==> src/rtl/csocp_consts.svh <==
// Purpose: Offsets, field positions, reset values and timing for the sense trim bank
// Assumes: Core clock of 10 MHz
// Notes:   Included by the top module and the blanking timer
`ifndef CSOCP_CONSTS_SVH
`define CSOCP_CONSTS_SVH

// ---------------------------------------------------------------
// Register offsets
// ---------------------------------------------------------------
`define CSOCP_ADDR_PRI_READING 8'h13
`define CSOCP_ADDR_PRI_OCP 8'h22
`define CSOCP_ADDR_SEC_GAIN 8'h23

// ---------------------------------------------------------------
// Field positions and reset values
// ---------------------------------------------------------------
`define CSOCP_BLANK_MSB 7
`define CSOCP_BLANK_LSB 5
`define CSOCP_THRESH_MSB 4
`define CSOCP_THRESH_LSB 0
`define CSOCP_NOM_MSB 7
`define CSOCP_NOM_LSB 6
`define CSOCP_POL_BIT 5
`define CSOCP_TRIM_MSB 4
`define CSOCP_TRIM_LSB 0
`define CSOCP_PRI_OCP_RST 8'h00
`define CSOCP_SEC_GAIN_RST 8'h00
`define CSOCP_RDATA_ZERO 8'h00

// ---------------------------------------------------------------
// Full scale and step size per nominal code (uV and nV)
// ---------------------------------------------------------------
`define CSOCP_FS_UV_00 18'h0_927C
`define CSOCP_FS_UV_01 18'h1_24F8
`define CSOCP_FS_UV_10 18'h2_49F0
`define CSOCP_FS_UV_BAD 18'h0_0000
`define CSOCP_STEP_NV_00 16'h3_B9C
`define CSOCP_STEP_NV_01 16'h7_738
`define CSOCP_STEP_NV_10 16'hE_E70
`define CSOCP_STEP_NV_BAD 16'h0_000

// ---------------------------------------------------------------
// Blanking times in ns and their cycle counts, rounded up
// ---------------------------------------------------------------
`define CSOCP_CLK_MHZ 10
`define CSOCP_NS_TO_CYC(ns) (((ns) * `CSOCP_CLK_MHZ + 999) / 1000)
`define CSOCP_BLANK0_NS 0
`define CSOCP_BLANK1_NS 40
`define CSOCP_BLANK2_NS 80
`define CSOCP_BLANK3_NS 120
`define CSOCP_BLANK4_NS 200
`define CSOCP_BLANK5_NS 400
`define CSOCP_BLANK6_NS 600
`define CSOCP_BLANK7_NS 800
`define CSOCP_CNT_W 4

`endif

==> src/rtl/csocp_pkg.sv <==
// Purpose: Types shared by the sense trim bank
// Assumes: Nothing beyond the constants header
// Notes:   States use explicit binary codes
package csocp_pkg;
   typedef enum logic [1:0] {
      CSOCP_ST_IDLE = 2'b00,
      CSOCP_ST_BLANK = 2'b01,
      CSOCP_ST_ARMED = 2'b10
   } csocp_blank_st_t;
endpackage

==> src/rtl/csocp_blank_timer.sv <==
// Purpose: Blanking delay before quick overcurrent detection is armed
// Assumes: i_cycle_start is a one-cycle pulse on the core clock
// Notes:   A new cycle start restarts blanking from any state
`timescale 1ns/1ps
`include "csocp_consts.svh"
module csocp_blank_timer import csocp_pkg::*; (
   input wire logic i_clk,          // Core clock
   input wire logic i_rst_n,        // Sync reset, active low
   input wire logic i_cycle_start,  // Switching cycle start pulse
   input wire logic [2:0] i_sel,    // Blanking code
   output logic o_enable            // Detection armed
);
   csocp_blank_st_t state_ff;
   logic [`CSOCP_CNT_W-1:0] cnt_ff;
   logic [`CSOCP_CNT_W-1:0] nxt_cnt;

   // ---------------------------------------------------------------
   // Code to cycle count
   // ---------------------------------------------------------------
   function automatic logic [`CSOCP_CNT_W-1:0] blank_cycles(input logic [2:0] code);
      unique case (code)
         3'd0: blank_cycles = `CSOCP_CNT_W'(`CSOCP_NS_TO_CYC(`CSOCP_BLANK0_NS));
         3'd1: blank_cycles = `CSOCP_CNT_W'(`CSOCP_NS_TO_CYC(`CSOCP_BLANK1_NS));
         3'd2: blank_cycles = `CSOCP_CNT_W'(`CSOCP_NS_TO_CYC(`CSOCP_BLANK2_NS));
         3'd3: blank_cycles = `CSOCP_CNT_W'(`CSOCP_NS_TO_CYC(`CSOCP_BLANK3_NS));
         3'd4: blank_cycles = `CSOCP_CNT_W'(`CSOCP_NS_TO_CYC(`CSOCP_BLANK4_NS));
         3'd5: blank_cycles = `CSOCP_CNT_W'(`CSOCP_NS_TO_CYC(`CSOCP_BLANK5_NS));
         3'd6: blank_cycles = `CSOCP_CNT_W'(`CSOCP_NS_TO_CYC(`CSOCP_BLANK6_NS));
         3'd7: blank_cycles = `CSOCP_CNT_W'(`CSOCP_NS_TO_CYC(`CSOCP_BLANK7_NS));
      endcase
   endfunction

   assign nxt_cnt = blank_cycles(i_sel);

   // Blanking sequence; zero code arms on the cycle after the start
   always_ff @(posedge i_clk) begin
      if (!i_rst_n) begin
         state_ff <= CSOCP_ST_IDLE;
         cnt_ff <= '0;
         o_enable <= 1'b0;
      end else if (i_cycle_start) begin
         cnt_ff <= nxt_cnt;
         state_ff <= (nxt_cnt == '0) ? CSOCP_ST_ARMED : CSOCP_ST_BLANK;
         o_enable <= (nxt_cnt == '0);
      end else begin
         unique case (state_ff)
            CSOCP_ST_IDLE: begin
               o_enable <= 1'b0;
            end
            CSOCP_ST_BLANK: begin
               // Count out the blanking window, then arm
               if (cnt_ff == `CSOCP_CNT_W'(1)) begin
                  state_ff <= CSOCP_ST_ARMED;
                  o_enable <= 1'b1;
               end
               cnt_ff <= cnt_ff - `CSOCP_CNT_W'(1);
            end
            CSOCP_ST_ARMED: begin
               o_enable <= 1'b1;
            end
            default: begin
               state_ff <= CSOCP_ST_IDLE;
               o_enable <= 1'b0;
            end
         endcase
      end
   end
endmodule

==> src/rtl/csocp_trim_bank.sv <==
// Purpose: Sense channel trim registers and primary precise overcurrent compare
// Assumes: Serial management logic presents decoded register reads and writes
// Notes:   Converter reading arrives on the core clock, so it is not synchronised
`timescale 1ns/1ps
`include "csocp_consts.svh"
module csocp_trim_bank import csocp_pkg::*; #(
   parameter int P_READ_W = 8,   // Primary converter reading width
   parameter int P_THRESH_W = 5  // Threshold field width
) (
   input wire logic I_CORE_CLK,                    // Core clock, 10 MHz
   input wire logic I_RST_N,                       // Sync reset, active low
   input wire logic [7:0] I_REG_ADDR,              // Register offset
   input wire logic I_REG_WR,                      // Write strobe
   input wire logic [7:0] I_REG_WDATA,             // Write data
   input wire logic I_REG_RD,                      // Read strobe
   input wire logic [P_READ_W-1:0] I_PRI_READING,  // Primary converter reading
   input wire logic I_SW_CYCLE_START,              // Switching cycle start pulse
   output logic [7:0] O_REG_RDATA,                 // Read data
   output logic O_PRI_PRECISE_OCP,                 // Primary overcurrent flag
   output logic O_PRI_QUICK_OCP_EN,                // Quick detection armed
   output logic [17:0] O_SEC_FULL_SCALE_UV,        // Full-scale drop, uV
   output logic [15:0] O_SEC_STEP_NV,              // Converter step, nV
   output logic signed [5:0] O_SEC_GAIN_CORR       // Signed gain correction
);
   // ---------------------------------------------------------------
   // Elaboration checks
   // ---------------------------------------------------------------
   if (P_THRESH_W != 5 || P_READ_W < P_THRESH_W || P_READ_W > 8) begin : g_bad_width
      $error("csocp_trim_bank: unsupported widths");
   end

   logic [7:0] pri_ocp_ff;
   logic [7:0] sec_gain_ff;
   logic [P_READ_W-1:0] nxt_thresh;
   logic [1:0] nom_code;

   // ---------------------------------------------------------------
   // Register file
   // ---------------------------------------------------------------
   // Primary setting: blanking code and precise threshold
   always_ff @(posedge I_CORE_CLK) begin
      if (!I_RST_N) begin
         pri_ocp_ff <= `CSOCP_PRI_OCP_RST;
      end else if (I_REG_WR && I_REG_ADDR == `CSOCP_ADDR_PRI_OCP) begin
         pri_ocp_ff <= I_REG_WDATA;
      end
   end

   // Secondary gain trim register
   always_ff @(posedge I_CORE_CLK) begin
      if (!I_RST_N) begin
         sec_gain_ff <= `CSOCP_SEC_GAIN_RST;
      end else if (I_REG_WR && I_REG_ADDR == `CSOCP_ADDR_SEC_GAIN) begin
         sec_gain_ff <= I_REG_WDATA;
      end
   end

   // Read path; unmapped offsets read zero
   always_ff @(posedge I_CORE_CLK) begin
      if (!I_RST_N) begin
         O_REG_RDATA <= `CSOCP_RDATA_ZERO;
      end else if (I_REG_RD) begin
         unique case (I_REG_ADDR)
            `CSOCP_ADDR_PRI_READING: O_REG_RDATA <= 8'(I_PRI_READING);
            `CSOCP_ADDR_PRI_OCP: O_REG_RDATA <= pri_ocp_ff;
            `CSOCP_ADDR_SEC_GAIN: O_REG_RDATA <= sec_gain_ff;
            default: O_REG_RDATA <= `CSOCP_RDATA_ZERO;
         endcase
      end
   end

   // ---------------------------------------------------------------
   // Primary precise overcurrent compare
   // ---------------------------------------------------------------
   // Threshold is zero-extended to the reading's width; no trim gating in
   // hardware, so a threshold written before trim compares raw readings
   assign nxt_thresh = P_READ_W'(pri_ocp_ff[`CSOCP_THRESH_MSB:`CSOCP_THRESH_LSB]);

   // Level flag, follows the reading one cycle late
   always_ff @(posedge I_CORE_CLK) begin
      if (!I_RST_N) begin
         O_PRI_PRECISE_OCP <= 1'b0;
      end else begin
         O_PRI_PRECISE_OCP <= (I_PRI_READING > nxt_thresh);
      end
   end

   // ---------------------------------------------------------------
   // Quick overcurrent blanking
   // ---------------------------------------------------------------
   csocp_blank_timer u_blank (
      .i_clk(I_CORE_CLK),
      .i_rst_n(I_RST_N),
      .i_cycle_start(I_SW_CYCLE_START),
      .i_sel(pri_ocp_ff[`CSOCP_BLANK_MSB:`CSOCP_BLANK_LSB]),
      .o_enable(O_PRI_QUICK_OCP_EN)
   );

   // ---------------------------------------------------------------
   // Secondary range decode and gain correction
   // ---------------------------------------------------------------
   assign nom_code = sec_gain_ff[`CSOCP_NOM_MSB:`CSOCP_NOM_LSB];

   // Reserved code 11 reports zero so a bad setting is visible downstream
   always_ff @(posedge I_CORE_CLK) begin
      if (!I_RST_N) begin
         O_SEC_FULL_SCALE_UV <= `CSOCP_FS_UV_00;
         O_SEC_STEP_NV <= `CSOCP_STEP_NV_00;
      end else begin
         unique case (nom_code)
            2'b00: begin
               O_SEC_FULL_SCALE_UV <= `CSOCP_FS_UV_00;
               O_SEC_STEP_NV <= `CSOCP_STEP_NV_00;
            end
            2'b01: begin
               O_SEC_FULL_SCALE_UV <= `CSOCP_FS_UV_01;
               O_SEC_STEP_NV <= `CSOCP_STEP_NV_01;
            end
            2'b10: begin
               O_SEC_FULL_SCALE_UV <= `CSOCP_FS_UV_10;
               O_SEC_STEP_NV <= `CSOCP_STEP_NV_10;
            end
            2'b11: begin
               O_SEC_FULL_SCALE_UV <= `CSOCP_FS_UV_BAD;
               O_SEC_STEP_NV <= `CSOCP_STEP_NV_BAD;
            end
         endcase
      end
   end

   // Sign-magnitude trim to two's complement for the gain stage
   always_ff @(posedge I_CORE_CLK) begin
      if (!I_RST_N) begin
         O_SEC_GAIN_CORR <= '0;
      end else if (sec_gain_ff[`CSOCP_POL_BIT]) begin
         O_SEC_GAIN_CORR <= -$signed({1'b0, sec_gain_ff[`CSOCP_TRIM_MSB:`CSOCP_TRIM_LSB]});
      end else begin
         O_SEC_GAIN_CORR <= $signed({1'b0, sec_gain_ff[`CSOCP_TRIM_MSB:`CSOCP_TRIM_LSB]});
      end
   end
endmodule

==> config.mk <==
export PLATFORM = sky130hd
export DESIGN_NAME = csocp_trim_bank
export DESIGN_NICKNAME = d
export VERILOG_FILES = /design/src/rtl/csocp_pkg.sv /design/src/rtl/csocp_blank_timer.sv /design/src/rtl/csocp_trim_bank.sv
export VERILOG_INCLUDE_DIRS = /design/src /design/src/rtl
export SDC_FILE = /design/constraint.sdc
export NUM_CORES = 1
export LEC_CHECK = 0
export ABC_AREA = 1
export BUFFER_PORTS_ARGS = -buffer_cell sky130_fd_sc_hd__buf_4
export CORE_ASPECT_RATIO = 0.9
export CORE_MARGIN = 3
export CORE_UTILIZATION = 56
export DETAILED_ROUTE_END_ITERATION = 12
export GPL_TIMING_DRIVEN = 0
export PLACE_DENSITY = 0.94
export SLEW_MARGIN = 40
export SYNTH_ARGS = -nofsm -noshare
export SYNTH_HDL_FRONTEND = slang
export SYNTH_SLANG_ARGS = --single-unit
==> constraint.sdc <==
create_clock -name I_CORE_CLK -period 4.2 [get_ports I_CORE_CLK]
set_clock_uncertainty 0.1 [all_clocks]
set_input_delay 0.84 -clock I_CORE_CLK [delete_from_list [all_inputs] [get_ports I_CORE_CLK]]
set_output_delay 0.84 -clock I_CORE_CLK [all_outputs]
set_load 0.01 [all_outputs]
# --- Word level (Yosys, flattened, before mapping) ---
# Memory sizes are Yosys's and may differ from the RTL's. A register that Yosys moved wholly into a read port is not among the register bits.
# Index checks and enable logic that the tools add are counted.
word_totals:
  reg_bits: 72
  rom_bits: 32
  in_bits: 29
  wordCells: 50
  n_memories: 1
classes:
  addsub: 2
  order_cmp: 1
  eq_ne: 11
  n_mux: 15
  reduce_logical: 9
mem_list:
  columns: ["name", "depth", "word_bits", "read_ports", "rd_ports_with_merged_regs", "wr", "line", "text"]
  rows:
  - ["(name not given)", 8, 4, 1, 1, 0, "csocp_blank_timer.sv:21", "unique case (code)"]
ops:
  columns: ["operator", "n"]
  rows:
  - ["$pmux W18 S4", 1]
  - ["$pmux W16 S4", 1]
  - ["$pmux W8 S3", 1]
  - ["$eq A8 B6 Y1 const B", 2]
  - ["$eq A8 B5 Y1 const B", 1]
  - ["$gt A8 B5 Y1", 1]
  - ["$mux W4", 2]
  - ["$eq A2 B2 Y1 const B", 3]
  - ["$mux W2", 3]
  - ["$mux W3", 2]
  - ["$neg A5 Y6", 1]
  - ["$mux W5", 1]
  - ["$eq A2 B1 Y1 const B", 2]
  - ["$eq A4 B1 Y1 const B", 1]
  - ["$logic_not A2 Y1", 2]
  - ["$logic_not A4 Y1", 1]
  - ["$pmux W2 S2", 1]
  - ["$reduce_and A2 Y1", 2]
  - ["$sub A4 B1 Y4 const B", 1]
  - ["$ne A3 B2 Y1 const B", 1]
  - ["$logic_and A1 B1 Y1", 2]
  - ["$mux W1", 2]
  - ["$ne A2 B1 Y1 const B", 1]
  - ["$pmux W1 S2", 1]
  - ["2 further kinds", 2]

# --- Depth between registers and ports, before layout ---
logic_depth:
  word_depth: 4
  mapped_depth: 11
  ltp_nobuf: 11

# --- Cells and area by module ---
# From an unflattened synthesis, not the netlist that was laid out.
unflattened:
  cells_unflattened: 323
  hier_area_um2: 2552.4
by_module_without_submodules:
  columns: ["mod", "n_inst", "cells_each", "area_each_um2"]
  rows:
  - ["csocp_trim_bank", 1, 250, 2039.5]
  - ["csocp_blank_timer", 1, 73, 513.0]

# --- Worst setup path before layout ---
# OpenSTA, ideal clock, no wires.
synth_path:
  kind: "input to register"
  start: "input I_REG_ADDR[2]"
  end: "register, netlist name u_blank.nxt_cnt[2]"
  setup_ps: 110
  arrival_ps: 1849
  t_required_ps: 3990
  setup_slack_ps: 2141
  cell_stages: 9
  n_path_buf: 0
  cell_sequence: "inv_2 nand2_4 nor2_4 nand3_2 o21ai_1 nor2_1 ha_1 inv_1 nor2_2"
synth_via:
  elab_chain_cells: 4
synth_rtl:
  columns: ["element", "line", "text"]
  rows:
  - ["from (decl)", "csocp_trim_bank.sv:12", "input wire logic [7:0] I_REG_ADDR,"]
  - ["$eq A8 B6 Y1", null, null]
  - ["$logic_and A1 B1 Y1 (no line)", null, null]
  - ["$mux W3 (no line) (2 in a row)", null, null]
# Every way passes these cells.
# A chain may end at the register's enable or synchronous reset.

# --- Worst setup path in the final report ---
layout_path:
  start: "input I_RST_N"
  end: "register, netlist name u_blank.nxt_cnt[2]"
layout_via:
  elab_chain_cells: 1
layout_rtl:
  columns: ["element", "line", "text"]
  rows:
  - ["from (decl)", "csocp_trim_bank.sv:11", "input wire logic I_RST_N,"]
  - ["$mux W3 (no line)", null, null]
# Every way passes these cells.

==> results.toml <==
[worst_setup_path]
endpoint_kind = "flip-flop"
path_max_fanout = 10
critPathKind = "input port to flip-flop"
worst_setup_path_start_kind = "input port"
rrSetupSlack_ps = 2750
crit_required_ps = 4310
cp.arrival_ps = 2260

[clock_network]
insertion_delay_ps = 310
clk_path_buf_depth = 2
cts_tree = "yes"
clk_pin_slew_ps = 90
post_cts_buffers = 0
cts.repair.resized = 0
htree_levels = 2
cts_root_buf = "clkbuf_8"
holdBufCountCts = 0
cts_num_sinks = 49
numCtsBuffers = 5

[timing]
clock.fmax_mhz = 465
slew_headroom_pct = 55.1
finalCriticalPeriod_ps = 2150
grt_setup_unrepaired = "false"
totalNegativeSetupSlack_ps = 0
slew_violations = 0
fin_crit_sh_pct = 51.2
final-hold-violation-count = 0
tightest_slew_ps = 673
setup_viol = 0

[synthesis]
synthTopCellsByCount = "dfxtp_1, nand2_1, inv_1"
ys_ff_latch = 49
syn_inst = 337
synth.distinct_cells = 36
synth_enable_flop_cells = 0
ys_warn_count = 0
synth_most_common_cell = "dfxtp_1"
synth-async-reset-ratio_pct = 0
synth_top_cell_by_area = "dfxtp_1"
syn-cell-area_sq_um = 2740
ys_top_cells_by_area = "dfxtp_1, buf_4, ha_1"
synth.top_cell.area_share_pct = 35.8
syn_avg_cell_area_sq_um = 8.14
ys_seq_area_share_pct = 35.8
ys.flop_type = "dfxtp_1"

[drt]
drc = 0
drtIter0Drc = 115
vias_per_cell = 5.15
wl_per_cell_um = 13.0
wl_um = 6290
via_count = 2483
detail-route-antenna-nets = 0
drtPass1Iterations = 4

[cells_and_area]
drive_gt1_share_pct = 41.0
diodes = 0
final_nets = 464
final_core_util_pct = 75.8
syn_to_final_growth_pct = 26.4
final_area_sq_um = 3470

[floorplanning]
die_area_sq_um = 5780
core-area_sq_um = 4580
initial_core_util_pct = 60.0
core.rowCount = 23
die_x_um = 79.8
ioPinCount = 79
die-height_um = 72.4

[grt]
antenna_found_initial = 0
grt_max_degree = 16
grt_usage_pct = 22.4
grt_pass1_vias = 2363
grt_pass1_wl_um = 10300
grt_remaining_overflow = 0

[power]
powerDensity_nw_per_um2 = 245
ir_worst_vdd_v = 0.000177
leakage_nw = 1.64

[placement]
place_hpwl_um = 5020
gp_congestion = 0.865
placed_area_sq_um = 3370
port_buffers = 72

[run_status]
status = "complete, no violations"

[worst_hold_path]
hold_path_class = "flip-flop to flip-flop"

[job]
cap_violations = 0
-- worst max-delay path, stage by stage --
cell and delay, ps:
buf_4 120, inv_2 140, clkbuf_1 550, nor2_1 150, ha_1 350, inv_1 70, nor2_2 40
-- layout by cell type (no fill, tap or decap), drive strengths merged --
cell	count
o21ai	26
dfxtp	49
a21oi	30
nor3	2
clkinv	2
conb	4
nand2	60
buf	109
ha	16
nand3	38
xor2	1
nand4	2
nor4	1
a22oi	1
clkbuf	8
or2	3
o311ai	1
inv	44
a31oi	2
xnor2	1
nor2	19
a211oi	1
-- kinds of logic after synthesis --
family	count (synthesis)	synth area share [%]
buffers and inverters	83	17.3
DFF	49	35.8
other	1	0.137
xor gates and xnor gates	2	0.639
and+or+nand+nor	125	25.4
adders and majority gates	16	7.30
AOI/OAI and AO/OA	61	13.5
-- where the power goes --
group          internal [mW]  total (mW)  switching, mW
Combinational         0.0377      0.0858         0.0481
Sequential             0.467       0.469        0.00152
Clock                  0.134       0.295          0.161
-- stage by stage --
step / total power, mW / hold WS (ps) / instances / worst slack [ps]
floorplan: 0.527 / 320 / 340 / 2140
global placement: 0.562 / 353 / 474 / 1810
detailed placement: 0.564 / 360 / 474 / 1730
CTS: 0.850 / 373 / 482 / 2050
global route: 0.877 / 396 / 482 / 1980
finish: 0.850 / 377 / 482 / 2050
-- final timing paths --
path / cells past startpoint / endpoint / startpoint
max reg2reg: 7 / u_blank.state_ff[1]$_SDFFE_PN0P_ / u_blank.state_ff[1]$_SDFFE_PN0P_
min reg2reg: 2 / O_SEC_GAIN_CORR[0]$_SDFF_PN0_ / sec_gain_ff[0]$_SDFFE_PN0P_
min: 2 / O_SEC_GAIN_CORR[0]$_SDFF_PN0_ / sec_gain_ff[0]$_SDFFE_PN0P_
max: 7 / u_blank.nxt_cnt[2]$_SDFF_PN0_ / I_RST_N
-- routing by layer --
| metal | track usage [%] | wire length (um) | up-vias |
|---|---|---|---|
| met3 | 6.08 | 585 | 17 |
| met5 | 0 | 0 | - |
| met2 | 40.1 | 3150 | 119 |
| li1 | - | - | 1214 |
| met1 | 25.1 | 2430 | 1133 |
| met4 | 9.19 | 123 | 0 |
-- layout make-up --
type	count	area, sq um
clock inverter	2	13.8
timing repair buffer	72	541
sequential	49	981
multi-input combinational	208	1300
fill	327	1110
clock buffer	6	82.6
buffer	39	310
tap	62	77.6
inverter	44	165
-- registers in the layout, indices dropped and copies added (netlist names) --
| signal | flops |
|---|---|
| u_blank.o_enable | 1 |
| O_PRI_PRECISE_OCP | 1 |
| sec_gain_ff | 8 |
| pri_ocp_ff | 8 |
| u_blank.nxt_cnt | 4 |
| O_SEC_FULL_SCALE_UV | 6 |
| u_blank.state_ff | 2 |
| O_SEC_GAIN_CORR | 6 |
| O_SEC_STEP_NV | 1 |
| u_blank.cnt_ff | 4 |
| O_REG_RDATA | 8 |
Power figures use the tool's default switching activity.
